<file path="src/event_irq_regs.vh">
// Register indexes, field positions and reset values of the event interrupt aggregator.
`ifndef EVENT_IRQ_REGS_VH
`define EVENT_IRQ_REGS_VH

// ----------------------------------------------------------------------------
// Register indexes (byte address is four times the index)
// ----------------------------------------------------------------------------
`define IDX_CHIP_EN_FIRST 12'h01f
`define IDX_CHIP_EN_LAST 12'h022
`define IDX_CHIP_ST_FIRST 12'h023
`define IDX_CHIP_ST_LAST 12'h026
`define IDX_LANE_CLR_FIRST 12'h46d
`define IDX_LANE_CLR_LAST 12'h46f
`define IDX_LINK_CLR_FIRST 12'h470
`define IDX_LINK_CLR_LAST 12'h473
`define IDX_LINK_EN_ST 12'h47a
`define IDX_SINGLE_CTRL 12'h47b
`define IDX_SUM_STATUS 12'h480
`define IDX_SUM_CLEAR 12'h481
`define IDX_SUM_ENABLE 12'h482

// ----------------------------------------------------------------------------
// Field positions
// ----------------------------------------------------------------------------
`define SINGLE_EN_BIT 3
`define SINGLE_ST_BIT 4
`define SUM_CHIP_BIT 0
`define SUM_LINK_BIT 1
`define SUM_SINGLE_BIT 2
`define LINK_CLR_USED_BITS 4

// ----------------------------------------------------------------------------
// Reset values
// ----------------------------------------------------------------------------
`define CHIP_EN_RST 32'h00000000
`define LINK_EN_RST 8'h00
`define SINGLE_EN_RST 1'b1
`define SUM_EN_RST 3'h0
`define SUM_ST_RST 3'h0
`define IRQ_PIN_LOW 1'b0

`endif

</file>
<file path="src/event_interrupt_aggregator.v">
// Event interrupt aggregator: edge-detected pending latches, APB registers, open-drain request.
//
// Overview of operation
// - The request pin is open drain and active low: it is only pulled low or released.
// - An enabled event sets its pending latch on a rising edge; a disabled event holds it at zero.
// - The request pin is pulled low while any pending latch of any block is set.
// - A pending latch clears on its clear write or on device reset.
// - Each status readback bit returns either the live event or the pending latch.
// - The logic monitors up to 75 events, here 73 spread over four blocks.
// - Per-chip readback shows the latch when enabled and the live event when disabled.
// - Per-link and per-lane readback shows the latch when enabled and zero when disabled.
// - Per-chip enables sit in four read/write registers, one bit per event.
// - Writing a per-chip status bit clears that latch; reading returns the readback.
// - Lane-group enables are per link in the shared register, clears are per lane in three.
// - Link-group clears are per link in four registers, enable and readback are shared.
// - The single per-link event has enable at bit 3 resetting to 1, clear and status at bit 4.
// - Test-pattern failure events use the low four bits of the second per-chip registers.
`include "event_irq_regs.vh"

module event_interrupt_aggregator #(
  parameter CHIP_EVENTS = 32,
  parameter LINKS = 8,
  parameter LANE_TYPES = 3,
  parameter LINK_TYPES = 2
) (
  input wire clk,
  input wire rst,
  input wire psel,
  input wire penable,
  input wire pwrite,
  input wire [13:0] paddr,
  input wire [31:0] pwdata,
  output wire [31:0] prdata,
  output wire pready,
  output wire pslverr,
  input wire [CHIP_EVENTS-1:0] chip_event,
  input wire [LINKS*LANE_TYPES-1:0] lane_event,
  input wire [LINKS*LINK_TYPES-1:0] link_event,
  input wire single_event,
  output wire irq_n_o,
  output wire irq_n_oe,
  output wire irq_level
);

  localparam LANE_EVENTS = LINKS * LANE_TYPES;
  localparam LINK_EVENTS = LINKS * LINK_TYPES;

  // --------------------------------------------------------------------------
  // Register state
  // --------------------------------------------------------------------------
  reg [CHIP_EVENTS-1:0] chip_en_ff;
  reg [LINKS-1:0] link_en_ff;
  reg single_en_ff;
  reg [2:0] sum_en_ff;
  reg [2:0] sum_st_ff;
  wire [CHIP_EVENTS-1:0] chip_pend;
  wire [LANE_EVENTS-1:0] lane_pend;
  wire [LINK_EVENTS-1:0] link_pend;
  wire single_pend;
  wire [CHIP_EVENTS-1:0] chip_new;
  wire [LANE_EVENTS-1:0] lane_new;
  wire [LINK_EVENTS-1:0] link_new;
  wire single_new;
  reg pready_ff;
  reg pslverr_ff;
  reg [31:0] prdata_ff;
  reg irq_n_oe_ff;
  reg irq_n_o_ff;
  reg irq_level_ff;

  // --------------------------------------------------------------------------
  // APB decode
  // --------------------------------------------------------------------------
  // The slave answers one cycle into the access phase, so every transfer is
  // setup plus two access cycles; read data is registered in the first.
  wire [11:0] idx = paddr[13:2];
  wire access = psel & penable & ~pready_ff;
  wire commit = psel & penable & pready_ff;
  wire wr = commit & pwrite;
  wire [1:0] chip_en_off;
  wire [1:0] chip_st_off;
  wire [1:0] lane_off;
  wire [1:0] link_off;
  wire hit_chip_en;
  wire hit_chip_st;
  wire hit_lane_clr;
  wire hit_link_clr;
  reg_window #(
    .FIRST(`IDX_CHIP_EN_FIRST),
    .LAST(`IDX_CHIP_EN_LAST)
  ) u_chip_en_win (
    .idx(idx),
    .hit(hit_chip_en),
    .offset(chip_en_off)
  );
  reg_window #(
    .FIRST(`IDX_CHIP_ST_FIRST),
    .LAST(`IDX_CHIP_ST_LAST)
  ) u_chip_st_win (
    .idx(idx),
    .hit(hit_chip_st),
    .offset(chip_st_off)
  );
  reg_window #(
    .FIRST(`IDX_LANE_CLR_FIRST),
    .LAST(`IDX_LANE_CLR_LAST)
  ) u_lane_clr_win (
    .idx(idx),
    .hit(hit_lane_clr),
    .offset(lane_off)
  );
  reg_window #(
    .FIRST(`IDX_LINK_CLR_FIRST),
    .LAST(`IDX_LINK_CLR_LAST)
  ) u_link_clr_win (
    .idx(idx),
    .hit(hit_link_clr),
    .offset(link_off)
  );
  wire hit_link_en = (idx == `IDX_LINK_EN_ST);
  wire hit_single = (idx == `IDX_SINGLE_CTRL);
  wire hit_sum_st = (idx == `IDX_SUM_STATUS);
  wire hit_sum_clr = (idx == `IDX_SUM_CLEAR);
  wire hit_sum_en = (idx == `IDX_SUM_ENABLE);
  wire mapped = hit_chip_en | hit_chip_st | hit_lane_clr | hit_link_clr | hit_link_en |
                hit_single | hit_sum_st | hit_sum_clr | hit_sum_en;

  // --------------------------------------------------------------------------
  // Clear pulses and enable fan-out
  // --------------------------------------------------------------------------
  reg [CHIP_EVENTS-1:0] chip_clr;
  reg [LANE_EVENTS-1:0] lane_clr;
  reg [LINK_EVENTS-1:0] link_clr;
  reg [LANE_EVENTS-1:0] lane_en;
  reg [LINK_EVENTS-1:0] link_en;
  reg [LINKS-1:0] link_rb;
  integer i;

  always @* begin
    chip_clr = {CHIP_EVENTS{1'b0}};
    lane_clr = {LANE_EVENTS{1'b0}};
    link_clr = {LINK_EVENTS{1'b0}};
    lane_en = {LANE_EVENTS{1'b0}};
    link_en = {LINK_EVENTS{1'b0}};
    link_rb = {LINKS{1'b0}};
    for (i = 0; i < CHIP_EVENTS; i = i + 1) begin
      if (wr && hit_chip_st && (chip_st_off[1:0] == i / 8)) begin
        chip_clr[i] = pwdata[i % 8];
      end
    end
    // Lane-group register k holds event type k, one bit per link.
    for (i = 0; i < LANE_EVENTS; i = i + 1) begin
      lane_en[i] = link_en_ff[i % LINKS];
      if (wr && hit_lane_clr && (lane_off[1:0] == i / LINKS)) begin
        lane_clr[i] = pwdata[i % LINKS];
      end
      link_rb[i % LINKS] = link_rb[i % LINKS] | lane_pend[i];
    end
    // Link-group register k holds two links of two event types each.
    for (i = 0; i < LINK_EVENTS; i = i + 1) begin
      link_en[i] = link_en_ff[i / LINK_TYPES];
      if (wr && hit_link_clr && (link_off[1:0] == i / `LINK_CLR_USED_BITS)) begin
        link_clr[i] = pwdata[i % `LINK_CLR_USED_BITS];
      end
      link_rb[i / LINK_TYPES] = link_rb[i / LINK_TYPES] | link_pend[i];
    end
  end

  // --------------------------------------------------------------------------
  // Pending latches
  // --------------------------------------------------------------------------
  wire single_clr = wr & hit_single & pwdata[`SINGLE_ST_BIT];
  // Test-pattern fail events enter on chip_event[11:8], the low nibble of the second register.
  event_latch_bank #(
    .WIDTH(CHIP_EVENTS)
  ) u_chip_latch (
    .clk(clk),
    .rst(rst),
    .event_level(chip_event),
    .enable(chip_en_ff),
    .clear(chip_clr),
    .pending(chip_pend),
    .newly_set(chip_new)
  );

  event_latch_bank #(
    .WIDTH(LANE_EVENTS)
  ) u_lane_latch (
    .clk(clk),
    .rst(rst),
    .event_level(lane_event),
    .enable(lane_en),
    .clear(lane_clr),
    .pending(lane_pend),
    .newly_set(lane_new)
  );

  event_latch_bank #(
    .WIDTH(LINK_EVENTS)
  ) u_link_latch (
    .clk(clk),
    .rst(rst),
    .event_level(link_event),
    .enable(link_en),
    .clear(link_clr),
    .pending(link_pend),
    .newly_set(link_new)
  );

  event_latch_bank #(
    .WIDTH(1)
  ) u_single_latch (
    .clk(clk),
    .rst(rst),
    .event_level(single_event),
    .enable(single_en_ff),
    .clear(single_clr),
    .pending(single_pend),
    .newly_set(single_new)
  );

  wire any_pend = (|chip_pend) | (|lane_pend) | (|link_pend) | single_pend;

  // Per-chip readback follows the enable; latches are already zero when disabled.
  wire [CHIP_EVENTS-1:0] chip_rb =
    (chip_en_ff & chip_pend) | (~chip_en_ff & chip_event);
  wire single_rb = single_pend;

  // --------------------------------------------------------------------------
  // Group summary events
  // --------------------------------------------------------------------------
  wire [2:0] sum_set;
  assign sum_set[`SUM_CHIP_BIT] = |chip_new;
  assign sum_set[`SUM_LINK_BIT] = (|lane_new) | (|link_new);
  assign sum_set[`SUM_SINGLE_BIT] = single_new;
  wire [2:0] sum_clr = (wr && hit_sum_clr) ? pwdata[2:0] : 3'h0;
  wire [2:0] nxt_sum_st = (sum_st_ff & ~sum_clr) | sum_set;

  // --------------------------------------------------------------------------
  // Read mux
  // --------------------------------------------------------------------------
  reg [31:0] nxt_rdata;

  always @* begin
    nxt_rdata = 32'h00000000;
    if (hit_chip_en) begin
      nxt_rdata[7:0] = chip_en_ff[chip_en_off[1:0]*8 +: 8];
    end else if (hit_chip_st) begin
      nxt_rdata[7:0] = chip_rb[chip_st_off[1:0]*8 +: 8];
    end else if (hit_link_en) begin
      nxt_rdata[LINKS-1:0] = link_rb;
    end else if (hit_single) begin
      nxt_rdata[`SINGLE_EN_BIT] = single_en_ff;
      nxt_rdata[`SINGLE_ST_BIT] = single_rb;
    end else if (hit_sum_st) begin
      nxt_rdata[2:0] = sum_st_ff;
    end else if (hit_sum_en) begin
      nxt_rdata[2:0] = sum_en_ff;
    end
  end

  // --------------------------------------------------------------------------
  // Sequential logic
  // --------------------------------------------------------------------------
  always @(posedge clk) begin
    if (rst) begin
      chip_en_ff <= `CHIP_EN_RST;
      link_en_ff <= `LINK_EN_RST;
      single_en_ff <= `SINGLE_EN_RST;
      sum_en_ff <= `SUM_EN_RST;
      sum_st_ff <= `SUM_ST_RST;
      pready_ff <= 1'b0;
      pslverr_ff <= 1'b0;
      prdata_ff <= 32'h00000000;
      irq_n_oe_ff <= 1'b0;
      irq_n_o_ff <= `IRQ_PIN_LOW;
      irq_level_ff <= 1'b0;
    end else begin
      if (wr && hit_chip_en) begin
        chip_en_ff[chip_en_off[1:0]*8 +: 8] <= pwdata[7:0];
      end
      if (wr && hit_link_en) begin
        link_en_ff <= pwdata[LINKS-1:0];
      end
      if (wr && hit_single) begin
        single_en_ff <= pwdata[`SINGLE_EN_BIT];
      end
      if (wr && hit_sum_en) begin
        sum_en_ff <= pwdata[2:0];
      end
      sum_st_ff <= nxt_sum_st;
      pready_ff <= access;
      if (access) begin
        pslverr_ff <= ~mapped;
        prdata_ff <= pwrite ? 32'h00000000 : nxt_rdata;
      end else begin
        pslverr_ff <= 1'b0;
      end
      // The pin is never driven high; the enable alone pulls it low.
      irq_n_o_ff <= `IRQ_PIN_LOW;
      irq_n_oe_ff <= any_pend;
      irq_level_ff <= |(sum_st_ff & sum_en_ff);
    end
  end

  assign prdata = prdata_ff;
  assign pready = pready_ff;
  assign pslverr = pslverr_ff;
  assign irq_n_o = irq_n_o_ff;
  assign irq_n_oe = irq_n_oe_ff;
  assign irq_level = irq_level_ff;

endmodule // event_interrupt_aggregator

// ----------------------------------------------------------------------------
// Edge-detected pending latches of one event group
// ----------------------------------------------------------------------------
module event_latch_bank #(
  parameter WIDTH = 1
) (
  input wire clk,
  input wire rst,
  input wire [WIDTH-1:0] event_level,
  input wire [WIDTH-1:0] enable,
  input wire [WIDTH-1:0] clear,
  output wire [WIDTH-1:0] pending,
  output wire [WIDTH-1:0] newly_set
);

  reg [WIDTH-1:0] prev_ff;
  reg [WIDTH-1:0] pend_ff;

  // A rising edge in the cycle of its clear write still sets the latch, so an
  // event is never lost to a clear that raced it.
  wire [WIDTH-1:0] rise = event_level & ~prev_ff;
  wire [WIDTH-1:0] nxt_pend = enable & ((pend_ff & ~clear) | rise);

  always @(posedge clk) begin
    if (rst) begin
      // Loading the live level means a level already high at reset is no edge.
      prev_ff <= event_level;
      pend_ff <= {WIDTH{1'b0}};
    end else begin
      prev_ff <= event_level;
      pend_ff <= nxt_pend;
    end
  end

  assign pending = pend_ff;
  assign newly_set = nxt_pend & ~pend_ff;

endmodule // event_latch_bank

// ----------------------------------------------------------------------------
// Register index window decode
// ----------------------------------------------------------------------------
module reg_window #(
  parameter FIRST = 12'h000,
  parameter LAST = 12'h000
) (
  input wire [11:0] idx,
  output wire hit,
  output wire [1:0] offset
);

  wire [11:0] distance = idx - FIRST;

  assign hit = (idx >= FIRST) && (idx <= LAST);
  // No window spans more than four registers, so two bits name the member.
  assign offset = distance[1:0];

endmodule // reg_window

</file>
<file path="config.mk">
export PLATFORM = sky130hd
export DESIGN_NAME = event_interrupt_aggregator
export DESIGN_NICKNAME = d
export VERILOG_FILES = /design/src/event_interrupt_aggregator.v
export VERILOG_INCLUDE_DIRS = /design/src
export SDC_FILE = /design/constraint.sdc
export NUM_CORES = 1
export LEC_CHECK = 0
export ABC_AREA = 1
export BUFFER_PORTS_ARGS = -buffer_cell sky130_fd_sc_hd__buf_2
export CAP_MARGIN = 25
export CORE_MARGIN = 3
export CORE_UTILIZATION = 38
export DETAILED_ROUTE_END_ITERATION = 7
export PLACE_DENSITY_LB_ADDON = 0.2
export SYNTH_ARGS = -nofsm -noshare
export SYNTH_HDL_FRONTEND = slang
export SYNTH_SLANG_ARGS = --single-unit
</file>
<file path="constraint.sdc">
create_clock -name clk -period 3.2 [get_ports clk]
set_input_delay 0.32 -clock clk [delete_from_list [all_inputs] [get_ports clk]]
set_output_delay 0.32 -clock clk [all_outputs]
set_load 0.02 [all_outputs]
</file>
After elaboration in Yosys (flattened, before gate mapping)
Index checks and enable logic that the tools add are counted.

Muxes and demuxes: 83. Equal/unequal tests: 13. Add/sub/neg operators: 5. Reductions and logical operators: 34. Multipliers: 0. Div/mod/pow operators: 0. Order comparisons: 8. Shift-type cells: 4. Bitwise operators: 93.

Operator list (number): AND 32 bit (6); NOT 32 bit (4); AND 24 bit (4); 2-to-1 mux 1 bit (72); NOT 24 bit (3); AND 16 bit (4); bitwise OR 32 bit (2); OR reduction 32 bit (2); variable part select 32 x 6 -> 8 bit (2); equality test 12 x 11 -> 1 bit (second input constant) (5); NOT 16 bit (3); OR reduction 24 bit (2); bitwise OR 1 bit (45); negator 5 -> 34 bit (1); variable shift 8 x 34 -> 32 bit (first input constant) (1); variable part select 8 x 34 -> 32 bit (1); bitwise mux 32 bit (1); OR reduction 16 bit (2); >= comparator 12 x 11 -> 1 bit (second input constant) (2); <= comparator 12 x 11 -> 1 bit (second input constant) (2); <= comparator 12 x 6 -> 1 bit (second input constant) (2); 2-to-1 mux 8 bit (3); bitwise OR 24 bit (1); logical AND 1 bit (23); 18 further kinds (47).

Bits of input ports: 124. Bits in read-only memories: 0. Latch bits: 0. Memories kept: 0. Register bits after elaboration: 229. Bits in writable memories: 0. Output and inout bits: 37.

Depth between registers and ports, before layout
Word-level depth: 14. Mapped depth: 14. Mapped depth without buffers: 12.

Hierarchy
From an unflattened synthesis, not the netlist that was laid out.

Cells, all modules: 1591. Area, all modules: 10144.7 um^2.

By module, submodules not included: event_interrupt_aggregator (cells an instance 779, area an instance 4553.1 um^2, times used 1, sequential area each 1181.1 um^2); event_latch_bank at u_chip_latch (cells an instance 323, area an instance 2275.9 um^2, times used 1, sequential area each 1281.2 um^2); event_latch_bank at u_lane_latch (cells an instance 242, area an instance 1704.1 um^2, times used 1, sequential area each 960.9 um^2); event_latch_bank at u_link_latch (cells an instance 162, area an instance 1177.4 um^2, times used 1, sequential area each 640.6 um^2); reg_window at u_chip_en_win ... (cells an instance 22, area an instance 105.1 um^2, times used 2, sequential area each 0.0 um^2); reg_window at u_lane_clr_win (cells an instance 20, area an instance 97.6 um^2, times used 1, sequential area each 0.0 um^2); event_latch_bank at u_single_latch (cells an instance 10, area an instance 70.1 um^2, times used 1, sequential area each 40.0 um^2); reg_window at u_link_clr_win (cells an instance 11, area an instance 56.3 um^2, times used 1, sequential area each 0.0 um^2).

Least setup slack after synthesis
No wires, ideal clock.

Path type: input -> register. Start point: in paddr[2]. End point: reg prdata_ff[7] (netlist: prdata[7]). Arrival: 2117 ps. Path buffers: 4. Path slack: 951 ps. Required time: 3068 ps. Stages: 14. Setup time: 132 ps. Cell sequence: buf_2 > clkinv_1 > clkbuf_1 > ha_1 > buf_2 > inv_1 > clkbuf_1 > a21oi_1 > o21ai_0 > nand2_1 > o21ai_0 > inv_1 > nand2_1 > a21oi_1.

Longest elaborated chain between the ends: 5.

Ends and longest elaborated chain: start, declared (line event_interrupt_aggregator.v:31) `input wire [13:0] paddr,`; subtractor 2 bit, or another cell as far along (line event_interrupt_aggregator.v:366) `wire [11:0] distance = idx - FIRST;`; variable part select 32 x 6 -> 8 bit, or another cell as far along (line event_interrupt_aggregator.v:249) `nxt_rdata[7:0] = chip_rb[chip_st_off[1:0]*8 +: 8];`; 2-to-1 mux 8 bit (line event_interrupt_aggregator.v:248) `end else if (hit_chip_st) begin`; 2-to-1 mux 8 bit * (line event_interrupt_aggregator.v:246) `if (hit_chip_en) begin`; 2-to-1 mux 8 bit * (line event_interrupt_aggregator.v:295) `prdata_ff <= pwrite ? 32'h00000000 : nxt_rdata;`; end signal, assigned (line event_interrupt_aggregator.v:295); end, declared (line event_interrupt_aggregator.v:66) `reg [31:0] prdata_ff;`.

Every way passes the cells marked *; elsewhere a longest branch is shown, timed or not. A chain may end at the register's enable or synchronous reset.

Final worst setup path
Start point: reg pready_ff (netlist: pready). End point: reg u_lane_latch.pend_ff[14] (netlist: u_lane_latch.pending[14]).

Longest elaborated chain between the ends: 9.

Ends and longest elaborated chain: start, declared (line event_interrupt_aggregator.v:64) `reg pready_ff;`; start signal, assigned (line event_interrupt_aggregator.v:292) `pready_ff <= access;`; AND 1 bit (line event_interrupt_aggregator.v:78) `wire commit = psel & penable & pready_ff;`; AND 1 bit (line event_interrupt_aggregator.v:79) `wire wr = commit & pwrite;`; logical AND 1 bit (2 in series) (line event_interrupt_aggregator.v:154) `if (wr && hit_lane_clr && (lane_off[1:0] == i / LINKS)) begin`; 2-to-1 mux 1 bit (line event_interrupt_aggregator.v:154); NOT 24 bit (line event_interrupt_aggregator.v:336) `wire [WIDTH-1:0] nxt_pend = enable & ((pend_ff & ~clear) | rise);`; AND 24 bit (line event_interrupt_aggregator.v:336); bitwise OR 24 bit (line event_interrupt_aggregator.v:336); AND 24 bit (line event_interrupt_aggregator.v:336); end signal, assigned (line event_interrupt_aggregator.v:342) `pend_ff <= {WIDTH{1'b0}};`; end signal, assigned (line event_interrupt_aggregator.v:345) `pend_ff <= nxt_pend;`; end, declared (line event_interrupt_aggregator.v:331) `reg [WIDTH-1:0] pend_ff;`.

Every way passes these cells.

==> results.sh <==
export IMPL_port_buffer_count=109
export IMPL_drive_gt1_share_pct=10.56
export IMPL_p_seq_share_pct=45.4
export IMPL_fin_nets=1754
export IMPL_maxSlewViolCount=0
export IMPL_ys_ff_latch=205
export IMPL_period_needed_ns=1.954
export IMPL_fp_dieW_um=166.6
export IMPL_reg2reg_from="pready"
export IMPL_cts_resized=0
export IMPL_ios=161
export IMPL_clkPwrFrac_pct=45.8
export IMPL_initial_core_util_pct=38.80
export IMPL_hold_end="chip_en_ff[20]"
export IMPL_grt_max_degree=80
export IMPL_track_usage_pct=22.47
export IMPL_p_leak_nw=5.383
export IMPL_clock_skew_ns=0.01065
export IMPL_reg2reg_depth=7
export IMPL_clk_pin_slew_ns=0.06
export IMPL_area_growth_pct=22.68
export IMPL_clk_insertion_delay_late_ns=0.52
export IMPL_netlist_area_sq_um=9799
export IMPL_cts_path_max_buffers=3
export IMPL_fin_crit_sh_pct=61.05
export IMPL_r2r_end="u_lane_latch.pending[14]"
export IMPL_via_count=9946
export IMPL_crit_slowest_cell="nand3_1"
export IMPL_dpl_hpwl_mm=23.37
export IMPL_crit_arrival_ns=2.33
export IMPL_powerDensity_nw_per_um2=480.6
export IMPL_grt_pass1_vias=9360
export IMPL_core_area_sq_um=25250
export IMPL_reg2reg_slack_ns=1.25
export IMPL_ys_warn_count=0
export IMPL_drtAntennaViolNets=0
export IMPL_synth_seq_area_share_pct=41.88
export IMPL_fmax_ghz=0.5119
export IMPL_cts_setup_buffers=0
export IMPL_relSlewSlack_pct=38.27
export IMPL_cts_hold_buffers=73
export IMPL_cp_slowest_stage_delay_ns=0.45
export IMPL_p_sw_mw=1.411
export IMPL_n_fill_cell=2569
export IMPL_cp_required_ns=3.57
export IMPL_drt_iter0_drc=754
export IMPL_place_congestion=0.9355
export IMPL_intPower_mw=4.367
export IMPL_end_kind="register"
export IMPL_finalHoldViolations=0
export IMPL_placedCellCount=1855
export IMPL_crit_fanout=11
export IMPL_numClockSinks=205
export IMPL_antenna_cells=0
export IMPL_tritoncts="yes"
export IMPL_syn_area_per_cell_sq_um=6.726
export IMPL_antenna_found_initial=0
export IMPL_status="finished, final reports clean"
export IMPL_crit_type="register to register"
export IMPL_fin_cells=1968
export IMPL_cap_violations=0
export IMPL_dieHeight_um=166.6
export IMPL_first_pass_iters=5
export IMPL_setup_violations=0
export IMPL_vdd_drop_max_mv=0.3447
export IMPL_die_area_sq_um=27750
export IMPL_fin_setup_tns_ns=0
export IMPL_start_kind="register"
export IMPL_vias_per_cell=5.054
export IMPL_hold_path_depth=3
export IMPL_drc_errors=0
export IMPL_cts_root_buf="clkbuf_16"
export IMPL_grt_pass1_wl_mm=50.58
export IMPL_wirelength_mm=31.90
export IMPL_fp_row_count=58
export IMPL_pwr_share_comb_pct=8.8
export IMPL_hp_class="primary input to register"
export IMPL_worst_slew_pin_slew_ns=0.9174
export IMPL_synthCells=1457
export IMPL_grt_overflow=0
export IMPL_synth_distinct_cells=33
export IMPL_worstHoldStart="pwdata[4]"
export IMPL_rsz0062_at_grt="no"
export IMPL_crit_chain="nand3_1, inv_1, nand3_1, nor2_1, o21ai_0, nand2_1, nor2_1"
export IMPL_cts_buffers=24
export IMPL_swShare_pct=24.42
export IMPL_htreeDepth=1
export IMPL_wl_per_cell_um=16.21
[cell type report]
cell class | count | area (sq um) | share of cell area (%)
Inverter | 205 | 769.5 | 6.401
Clock inverter | 2 | 21.27 | 0.1769
Multi-Input combinational cell | 995 | 4599 | 38.26
Tap cell | 330 | 412.9 | 3.435
Sequential cell | 205 | 4104 | 34.14
Clock buffer | 38 | 743.2 | 6.182
Timing Repair Buffer | 193 | 1371 | 11.41
[per-layer routing]
layer  GRT usage, %  part of all wire, %  wire length, um  vias to the layer above
met5              0                    0                0                        -
li1               -                    -                -                     5011
met3          2.801                  5.8             1856                       61
met2          36.99                   46            14540                      333
met1          30.75                   45            14310                     4541
met4          7.425                  3.7             1193                        0
[synth_stat cells]
library cell  count  area (sq um)
nand2_4           1         11.26
nor3_1            7         35.03
nand4_1          71         444.2
inv_1           199         747.0
nand3_2           1         10.01
o22ai_1           1         6.260
o21ai_1           5         25.02
o31ai_1           8         60.06
nand2_1         264         991.0
buf_1             1         3.750
o211ai_1          5         37.54
nor4_1           14         87.58
nor2_4            7         78.83
buf_2            12         60.06
inv_2             2         7.510
conb_1            1         3.750
nand3_1         107         535.5
o31a_1            1         8.760
nor2_2            1         6.260
or2_2             5         31.28
clkbuf_1         35         131.4
dfxtp_1         205          4104
nor2_1          233         874.6
ha_1              6         75.07
nand3b_1          3         22.52
clkinv_1          4         15.01
a21oi_1          55         275.3
o21ai_0         166         830.8
buf_4            25         187.7
a31oi_1           6         37.54
buf_6             3         33.78
and2_1            1         6.260
a211oi_1          2         15.01
[sequential cells by signal, indices dropped and copies added, names as in the netlist]
name / cells
chip_en_ff: 32
irq_level: 1
irq_n_oe: 1
link_en_ff: 8
prdata: 8
pready: 1
pslverr: 1
single_en_ff: 1
sum_en_ff: 3
sum_st_ff: 3
u_chip_latch.pending: 32
u_chip_latch.prev_ff: 32
u_lane_latch.pending: 24
u_lane_latch.prev_ff: 24
u_link_latch.pending: 16
u_link_latch.prev_ff: 16
u_single_latch.pending: 1
u_single_latch.prev_ff: 1
[power by group through the flow]
| stage | logic (mW) | registers (mW) | clock network (mW) |
|---|---|---|---|
| floorplan | 0.266 | 2.68 | 0 |
| global placement | 0.431 | 2.68 | 0 |
| detailed placement | 0.434 | 2.68 | 0 |
| CTS | 0.505 | 2.62 | 2.70 |
| global route | 0.566 | 2.63 | 2.79 |
| finish | 0.510 | 2.62 | 2.65 |
[cell families after synthesis]
group	after synthesis	synth area share (%)
AND/OR/NAND/NOR	715	31.98
buffers and inverters	281	12.10
AO/OA/AOI/OAI	249	13.23
flip-flops	205	41.88
adder cells (fa/ha/maj)	6	0.7661
other	1	0.03827
[metrics by stage]
step / hold slack (ns) / setup slack, ns / power (mW) / utilization (%) / cell area (sq um)
global placement: 0.4376 / 0.9196 / 3.107 / 41.68 / 10530
floorplan: 0.3477 / 0.9509 / 2.941 / - / 9889
CTS: 0.07503 / 1.242 / 5.825 / 47.60 / 12020
detailed placement: 0.4389 / 0.9056 / 3.111 / 41.68 / 10530
finish: 0.09050 / 1.246 / 5.778 / 47.60 / 12020
global route: 0.1185 / 0.9704 / 5.979 / 47.60 / 12020
[worst max-delay path by stage]
| stage | to | slack [ns] | start |
|---|---|---|---|
| CTS | u_link_latch.pending[9] | 1.24 | pready |
| global placement | u_chip_latch.pending[12] | 0.92 | paddr[2] |
| global route | u_link_latch.pending[9] | 0.97 | pready |
| finish | u_lane_latch.pending[14] | 1.25 | pready |
| floorplan | prdata[7] | 0.95 | paddr[2] |
| detailed placement | u_chip_latch.pending[13] | 0.91 | paddr[2] |
[placed cells by master (no fill, tap or decap)]
master,netlist,routed
buf_2,12,109
nor4_1,14,14
o211ai_1,5,5
or2_2,5,5
ha_1,6,6
a31oi_1,6,6
clkinv_8,0,1
nand2_1,264,264
clkinv_2,0,1
nor2_2,1,1
and2_1,1,1
inv_2,2,3
nor2_1,233,233
clkbuf_8,0,9
inv_1,199,199
clkinv_1,4,3
o31ai_1,8,8
nand2_4,1,1
o31a_1,1,1
nor2_4,7,7
nor3_1,7,7
clkbuf_16,0,24
conb_1,1,25
nand3_1,107,107
nand4_1,71,71
a21oi_1,55,55
a211oi_1,2,2
clkbuf_1,35,5
o22ai_1,1,1
o21ai_1,5,5
nand3b_1,3,3
dfxtp_1,205,205
nand3_2,1,1
buf_12,0,1
dlygate4sd3_1,0,73
o21ai_0,166,166
buf_4,25,10
[critical path: cells and delay by family, from the launching register on]
family / cells / cell delay, ns
simple gates: 5 / 0.97
buf+inv: 1 / 0.40
flops: 1 / 0.34
compound gates: 1 / 0.10
No activity file was read; power rests on OpenSTA's default activity.
